### config.mk
export PLATFORM = sky130hd
export DESIGN_NAME = dli_status
export DESIGN_NICKNAME = d
export VERILOG_FILES = /design/src/dli_pkg.sv /design/src/dli_status.sv
export SDC_FILE = /design/constraint.sdc
export NUM_CORES = 1
export LEC_CHECK = 0
export BUFFER_PORTS_ARGS = -buffer_cell sky130_fd_sc_hd__buf_2
export CORE_ASPECT_RATIO = 1.75
export CORE_UTILIZATION = 44
export DETAILED_ROUTE_END_ITERATION = 12
export PLACE_DENSITY = 0.85
export SLEW_MARGIN = 40
export SYNTH_ARGS = -nofsm -noshare
export SYNTH_HDL_FRONTEND = slang
export SYNTH_SLANG_ARGS = --single-unit
### constraint.sdc
create_clock -name pclk -period 1.9 [get_ports pclk]
set_clock_uncertainty 0.15 [all_clocks]
set_input_delay 0.285 -clock pclk [delete_from_list [all_inputs] [get_ports pclk]]
set_output_delay 0.285 -clock pclk [all_outputs]
set_load 0.02 [all_outputs]
### src/dli_pkg.sv
// package: register map, field layout and link types of the link initiator
// Operation
// [RULE_01] control 1 bit 7 gates the external interrupt from the target
// [RULE_02] after last transfer cycle count link clocks against 4-bit wait limit
// [RULE_03] wait limit zero: acknowledge expected right after last transfer cycle
// [RULE_04] nonzero limit: accept up to that many wait states, then timeout
// [RULE_05] wait limit write-once after link enable in normal mode only
// [RULE_06] status 0 bit 7 summarises the five error causes, unmasked
// [RULE_07] writing 1 clears the error summary flag, 0 leaves it
// [RULE_08] cause flags are read-only, cleared only with the summary flag
// [RULE_09] bit 6 set when data inputs not all high in acknowledge cycle
// [RULE_10] pending summary cancels a new transaction, sends idle, sets bit 5
// [RULE_11] bit 4 set on acknowledge timeout
// [RULE_12] bit 3 set when target signals error in acknowledge cycle
// [RULE_13] bit 2 set on received parity mismatch
// [RULE_14] status 0 bits 1:0 show the two parity bits as received
// [RULE_15] status 1 bit 7 follows the external interrupt pin level
// [RULE_16] target holds its interrupt until its own acknowledge sequence
// [RULE_17] status 1 bit 6 reads 1 while a transaction is in progress
// [RULE_18] control 1 bits 6 to 4 read as zero
// [RULE_19] link enable write-once in normal mode, freezes write-once fields
// [RULE_20] interrupt request on summary flag or enabled external interrupt
package dli_pkg;

  // ==========================================================
  // register indices, byte address is four times the index
  localparam logic [7:0] IDX_CTL0 = 8'h00;
  localparam logic [7:0] IDX_CTL1 = 8'h01;
  localparam logic [7:0] IDX_STAT0 = 8'h02;
  localparam logic [7:0] IDX_STAT1 = 8'h03;

  // ==========================================================
  // field positions
  localparam int BIT_LINK_EN = 7;
  localparam int BIT_IRQ_EN = 7;
  localparam int BIT_SUMMARY = 7;
  localparam int BIT_ACK_FAULT = 6;
  localparam int BIT_CANCEL = 5;
  localparam int BIT_EXPIRED = 4;
  localparam int BIT_TGT_ERR = 3;
  localparam int BIT_PAR_FAULT = 2;
  localparam int BIT_EXT_IRQ = 7;
  localparam int BIT_ACTIVE = 6;

  // ==========================================================
  // reset values
  localparam logic [7:0] RST_CTL0 = 8'h00;
  localparam logic [7:0] RST_CTL1 = 8'h00;
  localparam logic [7:0] RST_STAT0 = 8'h00;

  // ==========================================================
  // timing: link clock period in bus clocks, transfer length in link clocks
  localparam logic [1:0] LINK_DIV_M1 = 2'h3;
  localparam logic [1:0] LINK_HIGH_END = 2'h1;
  localparam logic [3:0] XFER_CYCLES_M1 = 4'h3;

  // ==========================================================
  // link pins as seen by the initiator
  typedef struct packed {
    logic irq;
    logic ack;
    logic err;
    logic [7:0] data;
    logic [1:0] par;
  } dli_link_in_t;

  typedef enum logic [1:0] {
    ST_IDLE = 2'b00,
    ST_XFER = 2'b01,
    ST_WAIT = 2'b10
  } dli_state_t;

endpackage : dli_pkg

### src/dli_status.sv
// module: link initiator control, timeout and error status with apb slave
`timescale 1ns/1ps
`default_nettype none
module dli_status (
  input wire logic pclk,
  input wire logic presetn,
  input wire logic psel,
  input wire logic penable,
  input wire logic pwrite,
  input wire logic [7:0] paddr,
  input wire logic [31:0] pwdata,
  input wire logic [3:0] pstrb,
  output logic [31:0] prdata,
  output logic pready,
  output logic pslverr,
  input wire logic special_mode,
  input wire logic txn_req,
  input wire dli_pkg::dli_link_in_t link_in,
  output logic link_clock_pin,
  output logic idle_cmd_sent,
  output logic txn_done,
  output logic initiator_active,
  output logic cpu_irq
);

  // ==========================================================
  // declarations
  dli_pkg::dli_link_in_t sync1_ff;
  dli_pkg::dli_link_in_t sync2_ff;
  dli_pkg::dli_state_t state_ff;
  dli_pkg::dli_state_t nxt_state;
  logic [1:0] div_ff;
  logic link_clock_ff;
  logic [3:0] cnt_ff;
  logic [3:0] nxt_cnt;
  logic link_enable_ff;
  logic ext_irq_enable_ff;
  logic [3:0] ack_wait_limit_ff;
  logic error_summary_flag_ff;
  logic ack_line_fault_flag_ff;
  logic cancel_flag_ff;
  logic wait_expired_flag_ff;
  logic target_error_flag_ff;
  logic parity_fault_flag_ff;
  logic [1:0] received_par_ff;
  logic idle_cmd_ff;
  logic done_ff;
  logic [31:0] prdata_ff;
  logic pslverr_ff;

  // ==========================================================
  // apb decode
  wire logic [5:0] reg_idx;
  wire logic addr_ok;
  wire logic idx_hit;
  wire logic acc_phase;
  wire logic wr_acc;
  wire logic rd_acc;
  wire logic wr_lo;
  wire logic sel_ctl0;
  wire logic sel_ctl1;
  wire logic sel_stat0;
  wire logic sel_stat1;

  // word-aligned address, index is the byte address over four
  assign reg_idx = paddr[7:2];
  assign addr_ok = (paddr[1:0] == 2'h0);
  assign sel_ctl0 = addr_ok && ({2'h0, reg_idx} == dli_pkg::IDX_CTL0);
  assign sel_ctl1 = addr_ok && ({2'h0, reg_idx} == dli_pkg::IDX_CTL1);
  assign sel_stat0 = addr_ok && ({2'h0, reg_idx} == dli_pkg::IDX_STAT0);
  assign sel_stat1 = addr_ok && ({2'h0, reg_idx} == dli_pkg::IDX_STAT1);
  assign idx_hit = sel_ctl0 | sel_ctl1 | sel_stat0 | sel_stat1;
  assign acc_phase = psel && penable;
  assign wr_acc = acc_phase && pwrite && idx_hit;
  assign rd_acc = acc_phase && !pwrite;
  assign wr_lo = wr_acc && pstrb[0];

  // ==========================================================
  // write-once protection
  wire logic cfg_open;

  // writable before enable or at any time in special modes
  assign cfg_open = special_mode || !link_enable_ff; // [RULE_05] [RULE_19]

  // ==========================================================
  // link clock and sampling point
  wire logic link_tick;

  // tick comes two bus clocks before the rising edge of the outgoing link clock
  assign link_tick = (div_ff == dli_pkg::LINK_DIV_M1);

  // ==========================================================
  // acknowledge cycle evaluation
  wire logic in_wait;
  wire logic ack_seen;
  wire logic data_bad;
  wire logic par_bad;
  wire logic expired;
  wire logic start_ok;
  wire logic start_cancel;
  wire logic [1:0] par_expect;

  assign in_wait = (state_ff == dli_pkg::ST_WAIT) && link_tick;
  assign ack_seen = in_wait && sync2_ff.ack;
  // broken-wire check: every data line must read high at acknowledge
  assign data_bad = ack_seen && !(&sync2_ff.data); // [RULE_09]
  assign par_expect = {^sync2_ff.data[7:4], ^sync2_ff.data[3:0]};
  assign par_bad = ack_seen && (sync2_ff.par != par_expect); // [RULE_13]
  // limit zero fails at once, limit n accepts n wait states
  assign expired = in_wait && !sync2_ff.ack &&
                   (cnt_ff >= ack_wait_limit_ff); // [RULE_02] [RULE_03] [RULE_04]
  assign start_ok = txn_req && (state_ff == dli_pkg::ST_IDLE) &&
                    link_enable_ff && !error_summary_flag_ff;
  // a pending summary flag turns the request into an idle command
  assign start_cancel = txn_req && (state_ff == dli_pkg::ST_IDLE) &&
                        link_enable_ff && error_summary_flag_ff; // [RULE_10]

  // ==========================================================
  // error flag set and clear terms
  wire logic clr_err;
  wire logic any_cause;

  // write 1 to the summary bit clears it and all causes
  assign clr_err = wr_lo && sel_stat0 && pwdata[dli_pkg::BIT_SUMMARY]; // [RULE_07] [RULE_08]
  assign any_cause = data_bad | par_bad | expired | start_cancel |
                     (ack_seen && sync2_ff.err);

  // ==========================================================
  // transaction sequencer next state
  always_comb begin
    nxt_state = state_ff;
    nxt_cnt = cnt_ff;
    case (state_ff)
      dli_pkg::ST_IDLE: begin
        nxt_cnt = 4'h0;
        if (start_ok) begin
          nxt_state = dli_pkg::ST_XFER;
        end
      end
      dli_pkg::ST_XFER: begin
        if (link_tick) begin
          if (cnt_ff == dli_pkg::XFER_CYCLES_M1) begin
            nxt_state = dli_pkg::ST_WAIT;
            nxt_cnt = 4'h0;
          end else begin
            nxt_cnt = cnt_ff + 4'h1;
          end
        end
      end
      dli_pkg::ST_WAIT: begin
        if (ack_seen || expired) begin
          nxt_state = dli_pkg::ST_IDLE;
          nxt_cnt = 4'h0;
        end else if (link_tick) begin
          nxt_cnt = cnt_ff + 4'h1; // [RULE_02]
        end
      end
      default: begin
        nxt_state = dli_pkg::ST_IDLE;
        nxt_cnt = 4'h0;
      end
    endcase
  end

  // ==========================================================
  // two-flop synchroniser for all link inputs
  always_ff @(posedge pclk or negedge presetn) begin
    if (!presetn) begin
      sync1_ff <= '0;
      sync2_ff <= '0;
    end else begin
      sync1_ff <= link_in;
      sync2_ff <= sync1_ff;
    end
  end

  // link clock divider, high for one bus clock out of four
  always_ff @(posedge pclk or negedge presetn) begin
    if (!presetn) begin
      div_ff <= 2'h0;
      link_clock_ff <= 1'b0;
    end else begin
      div_ff <= link_enable_ff ? div_ff + 2'h1 : 2'h0;
      link_clock_ff <= link_enable_ff && (div_ff < dli_pkg::LINK_HIGH_END);
    end
  end

  // sequencer state
  always_ff @(posedge pclk or negedge presetn) begin
    if (!presetn) begin
      state_ff <= dli_pkg::ST_IDLE;
      cnt_ff <= 4'h0;
    end else begin
      state_ff <= nxt_state;
      cnt_ff <= nxt_cnt;
    end
  end

  // control registers with write-once fields
  always_ff @(posedge pclk or negedge presetn) begin
    if (!presetn) begin
      link_enable_ff <= dli_pkg::RST_CTL0[dli_pkg::BIT_LINK_EN];
      ext_irq_enable_ff <= dli_pkg::RST_CTL1[dli_pkg::BIT_IRQ_EN];
      ack_wait_limit_ff <= dli_pkg::RST_CTL1[3:0];
    end else begin
      if (wr_lo && sel_ctl0 && cfg_open) begin
        link_enable_ff <= pwdata[dli_pkg::BIT_LINK_EN]; // [RULE_19]
      end
      if (wr_lo && sel_ctl1) begin
        ext_irq_enable_ff <= pwdata[dli_pkg::BIT_IRQ_EN]; // [RULE_01]
      end
      if (wr_lo && sel_ctl1 && cfg_open) begin
        ack_wait_limit_ff <= pwdata[3:0]; // [RULE_05]
      end
    end
  end

  // error causes: a new event wins over a clear in the same cycle
  always_ff @(posedge pclk or negedge presetn) begin
    if (!presetn) begin
      error_summary_flag_ff <= dli_pkg::RST_STAT0[dli_pkg::BIT_SUMMARY];
      ack_line_fault_flag_ff <= dli_pkg::RST_STAT0[dli_pkg::BIT_ACK_FAULT];
      cancel_flag_ff <= dli_pkg::RST_STAT0[dli_pkg::BIT_CANCEL];
      wait_expired_flag_ff <= dli_pkg::RST_STAT0[dli_pkg::BIT_EXPIRED];
      target_error_flag_ff <= dli_pkg::RST_STAT0[dli_pkg::BIT_TGT_ERR];
      parity_fault_flag_ff <= dli_pkg::RST_STAT0[dli_pkg::BIT_PAR_FAULT];
    end else begin
      error_summary_flag_ff <= any_cause ||
                               (error_summary_flag_ff && !clr_err); // [RULE_06]
      ack_line_fault_flag_ff <= data_bad ||
                                (ack_line_fault_flag_ff && !clr_err); // [RULE_09]
      cancel_flag_ff <= start_cancel ||
                        (cancel_flag_ff && !clr_err); // [RULE_10]
      wait_expired_flag_ff <= expired ||
                              (wait_expired_flag_ff && !clr_err); // [RULE_11]
      target_error_flag_ff <= (ack_seen && sync2_ff.err) ||
                              (target_error_flag_ff && !clr_err); // [RULE_12]
      parity_fault_flag_ff <= par_bad ||
                              (parity_fault_flag_ff && !clr_err); // [RULE_13]
    end
  end

  // received parity kept from the last acknowledge cycle
  always_ff @(posedge pclk or negedge presetn) begin
    if (!presetn) begin
      received_par_ff <= dli_pkg::RST_STAT0[1:0];
    end else if (ack_seen) begin
      received_par_ff <= sync2_ff.par; // [RULE_14]
    end
  end

  // event pulses toward the user side
  always_ff @(posedge pclk or negedge presetn) begin
    if (!presetn) begin
      idle_cmd_ff <= 1'b0;
      done_ff <= 1'b0;
    end else begin
      idle_cmd_ff <= start_cancel; // [RULE_10]
      done_ff <= ack_seen || expired;
    end
  end

  // ==========================================================
  // read data
  wire logic [7:0] ctl0_rd;
  wire logic [7:0] ctl1_rd;
  wire logic [7:0] stat0_rd;
  wire logic [7:0] stat1_rd;
  wire logic [7:0] rd_mux;

  assign ctl0_rd = {link_enable_ff, 7'h00};
  assign ctl1_rd = {ext_irq_enable_ff, 3'h0, ack_wait_limit_ff}; // [RULE_18]
  assign stat0_rd = {error_summary_flag_ff, ack_line_fault_flag_ff,
                     cancel_flag_ff, wait_expired_flag_ff,
                     target_error_flag_ff, parity_fault_flag_ff,
                     received_par_ff}; // [RULE_14]
  assign stat1_rd = {sync2_ff.irq, initiator_active, 6'h00}; // [RULE_15] [RULE_17]
  assign rd_mux = sel_ctl0 ? ctl0_rd :
                  sel_ctl1 ? ctl1_rd :
                  sel_stat0 ? stat0_rd :
                  sel_stat1 ? stat1_rd : 8'h00;

  // read data and error registered in the setup cycle
  always_ff @(posedge pclk or negedge presetn) begin
    if (!presetn) begin
      prdata_ff <= 32'h0000_0000;
      pslverr_ff <= 1'b0;
    end else if (psel && !penable) begin
      prdata_ff <= pwrite ? 32'h0000_0000 : {24'h00_0000, rd_mux};
      pslverr_ff <= !idx_hit;
    end
  end

  // ==========================================================
  // outputs
  assign prdata = rd_acc ? prdata_ff : 32'h0000_0000;
  assign pready = 1'b1;
  assign pslverr = acc_phase && pslverr_ff;
  assign link_clock_pin = link_clock_ff;
  assign idle_cmd_sent = idle_cmd_ff;
  assign txn_done = done_ff;
  assign initiator_active = (state_ff != dli_pkg::ST_IDLE); // [RULE_17]
  // summary flag has no mask, the external one is gated
  assign cpu_irq = error_summary_flag_ff ||
                   (sync2_ff.irq && ext_irq_enable_ff); // [RULE_20] [RULE_01]

endmodule : dli_status
`default_nettype wire

==> results.yml, run 1 <==
sta:
  finalHoldViolCount: 0
  finalSetupViolCount: 1
  finalCriticalPeriod_ns: 1.904
  setup_slack_ns: -0.004428
  post-route-period-util_pct: 100.2
  slew_violations: 0
  clock.fmax_ghz: 0.5251
  rsz0062_at_grt: "yes"
power:
  pwr_density_cell_mw_per_mm2: 976.4
  vdd_ir_drop_max_uv: 777.8
  leakagePower_uw: 0.001727
placement:
  globalplace.congestion: 0.8282
  dp_slack_ns: -0.04612
  dp_hpwl_um: 3656
  portBuffers: 47
worst_setup_path:
  cp-startpoint: "ack_wait_limit_ff[0]"
  path_class: "reg -> reg"
  r2r_setup_slack_ns: -0.004
  r2r_cells: 5
  reg2reg_to: "error_summary_flag_ff"
  endpoint: "error_summary_flag_ff"
  cp_data_required_time_ns: 1.96
  end_kind: "register"
  cp.arrival_ns: 1.96
  cp-start-kind: "register"
  reg2reg_from: "ack_wait_limit_ff[0]"
  critPathMaxFanout: 3
route:
  vias_per_cell: 4.866
  route.detailed.drc: 0
  drt_first_pass_iters: 4
  vias: 1888
  post_drt_wl_per_cell_um: 13.32
  final_antenna_net_count: 0
  routed_wl_um: 5167
  drt_iter0_drc: 50
floorplanning:
  die_area_mm2: 0.006572
  ioPinCount: 103
  fp.coreArea_mm2: 0.005926
  rows: 37
  dieWidth_um: 61.71
  initial_utilization_pct: 46.33
  die_y_um: 106.5
clock_network:
  htree_levels: 3
  clkTransAtPathRegs_ns: 0.07
  clock_latency_ns: 0.33
  cts.sinks: 60
  cts_tree: "done"
  cts_buffers: 9
  cts_setup_buffers: 0
  cts_root_buf: "clkbuf_8"
  cts_buffer_depth: 2
outcome:
  status: "finished with violations"
  violations: "negative setup slack"
hold_path:
  hold_class: "in -> reg"
yosys:
  ys_types: 49
  synth.avg_cell_area_um2: 11.99
  synthCells: 229
  synth-seq-area-share_pct: 54.69
  syn_area_mm2: 0.002745
  ys_ff_latch: 60
  synth_edf_count: 0
  ys.flop_type: "dfrtp_1"
  async_flop_share_pct: 100.0
  yosys.area.top_type: "dfrtp_1"
  synth_top_area_share_pct: 54.69
  ys_warn_count: 0
  synth_area_leaders: "dfrtp_1 (55%), buf_4 (6.8%), ha_1 (6.4%), and2_1 (2.3%), mux2_1 (2.1%)"
global_route:
  grt_pass1_wl_um: 8383
  track_usage_pct: 18.01
  grt_max_degree: 61
  grt_overflow_total: 0
  antenna_found_initial: 0
  grt_pass1_vias: 1919
final_layout:
  layout-drive-gt1-share_pct: 30.32
  area_growth_pct: 25.75
  final_util_pct: 58.26
  num_antenna_cells: 0
  nets: 383
flow_run:
  drv_cap: 0
## synth_stat cells (all sizes together), types with 4 or more instances
cell / number
dfrtp: 60
buf: 27
nand2: 15
ha: 14
inv: 12
and2: 10
mux2: 9
o21ai: 8
a21o: 5
a21oi: 5
a22oi: 5
nor2: 5
a32o: 4
and3: 4
nand2b: 4
nand3: 4
## per-layer routing
layer	part of all wire [%]	track usage, %	up-vias
met5	0	0	-
met4	2.3	10.48	0
met3	4.0	4.015	11
met2	56	30.26	66
met1	37	19.80	920
li1	-	-	891
## cells in the final DEF, fill, tap and decap left out, types with 4 or more instances in the layout
master,n
dfrtp_1,60
dlygate4sd3_1,14
nand2_1,15
o21ai_1,4
ha_1,13
conb_1,25
buf_2,47
inv_1,11
nor2_1,5
a21oi_1,4
nand2b_1,4
mux2_2,4
and2_1,10
mux2_1,5
a22oi_1,4
o21ai_0,4
buf_4,9
clkbuf_8,9
a32o_1,4
## critical path, stage by stage, from the launching register on
cell	delay [ns]
dfrtp_1	0.42
ha_4	0.25
or3b_4	0.41
a21oi_4	0.19
nor3_4	0.06
a2111o_1	0.30
## logic make-up (layout without fill, tap and decap cells)
| family | Yosys count | in the layout | synth area share (%) |
|---|---|---|---|
| other | 2 | 25 | 0.2736 |
| AO/OA/AOI/OAI | 38 | 38 | 10.16 |
| buffers and inverters | 41 | 99 | 9.116 |
| AND/OR/NAND/NOR | 58 | 58 | 12.85 |
| flip-flops | 60 | 60 | 54.69 |
| adder cells (fa/ha/maj) | 14 | 14 | 6.381 |
| multiplexers | 12 | 12 | 5.241 |
| XOR/XNOR | 4 | 4 | 1.276 |
## worst min path at each step
stage                         start                      to  slack [ns]  cells past startpoint
after CTS                 pwdata[2]    ack_wait_limit_ff[2]       0.008                      2
after detailed placement    presetn            prdata_ff[0]        0.16                      2
after floorplan             presetn  ack_line_fault_flag_ff       -0.16                      0
after global routing      pwdata[0]    ack_wait_limit_ff[0]       0.009                      2
final                     pwdata[0]    ack_wait_limit_ff[0]        0.02                      2
after global placement      presetn             sync2_ff[8]        0.16                      2
## through the flow
| step | cell area, um^2 | power [uW] | std cells | setup TNS [ns] | hold slack [ns] |
|---|---|---|---|---|---|
| 2_1_floorplan | 2831 | 1874 | 252 | 0 | -0.1606 |
| 3_3_place_gp | 3047 | 2038 | 358 | -0.08529 | 0.1561 |
| 3_5_place_dp | 3047 | 2062 | 358 | -0.06018 | 0.1622 |
| 4_1_cts | 3428 | 3371 | 388 | -0.01994 | 0.007696 |
| 5_1_grt | 3452 | 3548 | 388 | -0.2033 | 0.008804 |
| 6_report | 3452 | 3371 | 388 | -0.004428 | 0.02443 |
## cell type report
type                    count  area (um^2)
fillers                   501         2474
flip-flops and latches     60         1501
multi-input cells         151         1122
repair buffers             71        462.9
clock buffers               9        123.9
clock inverters             7        98.84
well taps                  78        97.59
inverters                  12        45.04
## what timing repair did
action / 4_1_cts / 5_1_grt
endpoints found under the hold margin: 73 / 0
resized for setup: 4 / 4
pin swaps: 1 / 5
hold buffers: 14 / 0
setup endpoints to repair: 3 / 5
## state kept, by name, indices dropped and copies added (netlist names), 2 cells and up
register and count:
div_ff 2, sync1_ff 13, cnt_ff 4, prdata_ff 8
ack_wait_limit_ff 4, state_ff 2, received_par_ff 2, sync2_ff 12
## where the power goes
group	total, uW	internal, uW	switching, uW
registers	1380	1350	36.2
clock network	1260	746	514
logic	729	301	428
No activity file was read; power rests on OpenSTA's default activity.
==> inputs of run 2 (changes only) <==
--- a/constraint.sdc
+++ b/constraint.sdc
@@ -4,2 +4,2 @@
 set_output_delay 0.285 -clock pclk [all_outputs]
-set_load 0.02 [all_outputs]
+set_load 0.05 [all_outputs]
==> run 2 against run 1 <==
  * The run still ends with negative setup slack left
  * Die area is the same
  * Critical path depth is the same
  * Worst setup slack gained 0.0040 ns
  * Clock-buffer cell count is the same
  * Critical path type unchanged
==> results.yml, run 2 (synthesized netlist as in run 1, its figures left out) <==
outcome:
  status: "finished with violations"
  violations: "negative setup slack"
floorplanning:
  ioPinCount: 103
  dieWidth_um: 61.71
  rows: 37
  die_y_um: 106.5
  initial_utilization_pct: 46.33
  fp.coreArea_mm2: 0.005926
  die_area_mm2: 0.006572
route:
  drt_iter0_drc: 50
  final_antenna_net_count: 0
  route.detailed.drc: 0
  drt_first_pass_iters: 4
  post_drt_wl_per_cell_um: 13.28
  routed_wl_um: 5154
  vias: 1892
  vias_per_cell: 4.876
clock_network:
  clkTransAtPathRegs_ns: 0.07
  htree_levels: 3
  cts.sinks: 60
  cts_root_buf: "clkbuf_8"
  cts_tree: "done"
  clock_latency_ns: 0.33
  cts_buffers: 9
  cts_buffer_depth: 2
  cts_setup_buffers: 0
worst_setup_path:
  r2r_setup_slack_ns: -0.0004
  cp-start-kind: "register"
  critPathMaxFanout: 3
  slowest_stage: "dfrtp_1"
  path_class: "reg -> reg"
  r2r_cells: 5
  reg2reg_from: "ack_wait_limit_ff[0]"
  cp_top_family: "compound AO/OA/AOI/OAI gates"
  reg2reg_to: "error_summary_flag_ff"
  critPathMaxStageDelay_ns: 0.42
  cp-startpoint: "ack_wait_limit_ff[0]"
  cp.arrival_ns: 1.96
  cp_data_required_time_ns: 1.96
  critical_path_buf_inv_count: 0
  end_kind: "register"
  crit_chain: "ha_4 -> or3b_4 -> a21oi_4 -> nor3_4 -> a2111o_1"
sta:
  slew_violations: 0
  finalCriticalPeriod_ns: 1.900
  setup_slack_ns: -0.0004168
  clock.fmax_ghz: 0.5262
  rsz0062_at_grt: "yes"
  finalHoldViolCount: 0
  post-route-period-util_pct: 100.0
  finalSetupViolCount: 1
  tns_ns: -0.0004168
global_route:
  grt_max_degree: 61
  antenna_found_initial: 0
  grt_pass1_wl_um: 8383
  grt_pass1_vias: 1919
  grt_overflow_total: 0
  track_usage_pct: 18.01
flow_run:
  drv_cap: 0
placement:
  globalplace.congestion: 0.8282
  dp_hpwl_um: 3656
  portBuffers: 47
power:
  leakagePower_uw: 0.001728
  vdd_ir_drop_max_uv: 780.8
  pwr_density_cell_mw_per_mm2: 1006
final_layout:
  final_cell_mix: "dfrtp_1 (60), buf_2 (46), conb_1 (25)"
  nets: 383
  seq_area_mm2: 0.001501
  reg_top3: "sync1_ff x13, sync2_ff x12, prdata_ff x8"
  area_growth_pct: 25.84
  top_register: "sync1_ff"
  mostFrequentLayoutCell: "dfrtp_1"
  final_util_pct: 58.30
  num_antenna_cells: 0
  layout-drive-gt1-share_pct: 30.32
  largest_register_ff_count: 13
  multi_input_area_mm2: 0.001122
  fill_cells: 501
hold_path:
  worstHoldEndpoint: "ack_wait_limit_ff[2]"
  whs_path_depth: 2
  hold_class: "in -> reg"
  hold_start: "pwdata[2]"
## run 2: changes by cell type in the layout (fill, tap and decap cells not counted)
cell	previous run	this run
clkbuf_4	0	1
buf_2	47	46
## run 2: how the worst max path moves through the flow
stage | endpoint | slack, ns | depth (start not counted)
floorplan | error_summary_flag_ff | 0.01 | 6
global placement | error_summary_flag_ff | -0.06 | 6
detailed placement | error_summary_flag_ff | -0.05 | 6
CTS | error_summary_flag_ff | -0.02 | 6
global route | state_ff[1] | -0.07 | 6
finish | error_summary_flag_ff | -0.0004 | 5
## run 2: per-stage QoR
stage	cells	worst slack, ns	power, uW	instance area (um^2)	hold slack [ns]
3_5_place_dp	358	-0.04612	2159	3047	0.1622
4_1_cts	388	-0.01994	3468	3428	0.007696
3_3_place_gp	358	-0.06309	2136	3047	0.1561
6_report	388	-0.0004168	3475	3455	0.02504
5_1_grt	388	-0.07473	3652	3455	0.008804
2_1_floorplan	252	0.01432	1972	2831	-0.1606
## run 2: worst register-to-register path, cell delays in order, from the launching register on
cell and delay [ns]:
dfrtp_1 0.42, ha_4 0.25, or3b_4 0.41, a21oi_4 0.19, nor3_4 0.06, a2111o_1 0.30
## run 2: repair_timing
item | in CTS | in global routing
hold buffers | 14 | 0
hold endpoints to repair | 73 | 0
pin swaps | 1 | 5
setup endpoints to repair | 3 | 6
gates resized for setup | 4 | 5
gates cloned | 0 | 0
## run 2: power by group
part           internal, uW  switching [uW]  total, uW
clock                   746             514       1260
sequential             1350            36.5       1380
combinational           307             525        832
## run 2: layout make-up
| cell class | instances | area share (%) |
|---|---|---|
| Sequential cell | 60 | 43.46 |
| Timing Repair Buffer | 71 | 13.47 |
| Tap cell | 78 | 2.825 |
| Multi-Input combinational cell | 151 | 32.49 |
| Clock buffer | 9 | 3.586 |
| Inverter | 12 | 1.304 |
| Clock inverter | 7 | 2.861 |
## run 2: layer usage
metal / vias up / wire length [um] / GRT usage (%)
li1: 891 / - / -
met1: 923 / 1928 / 19.80
met2: 68 / 2893 / 30.26
met3: 10 / 220 / 4.015
met4: 0 / 112 / 10.48
met5: - / 0 / 0
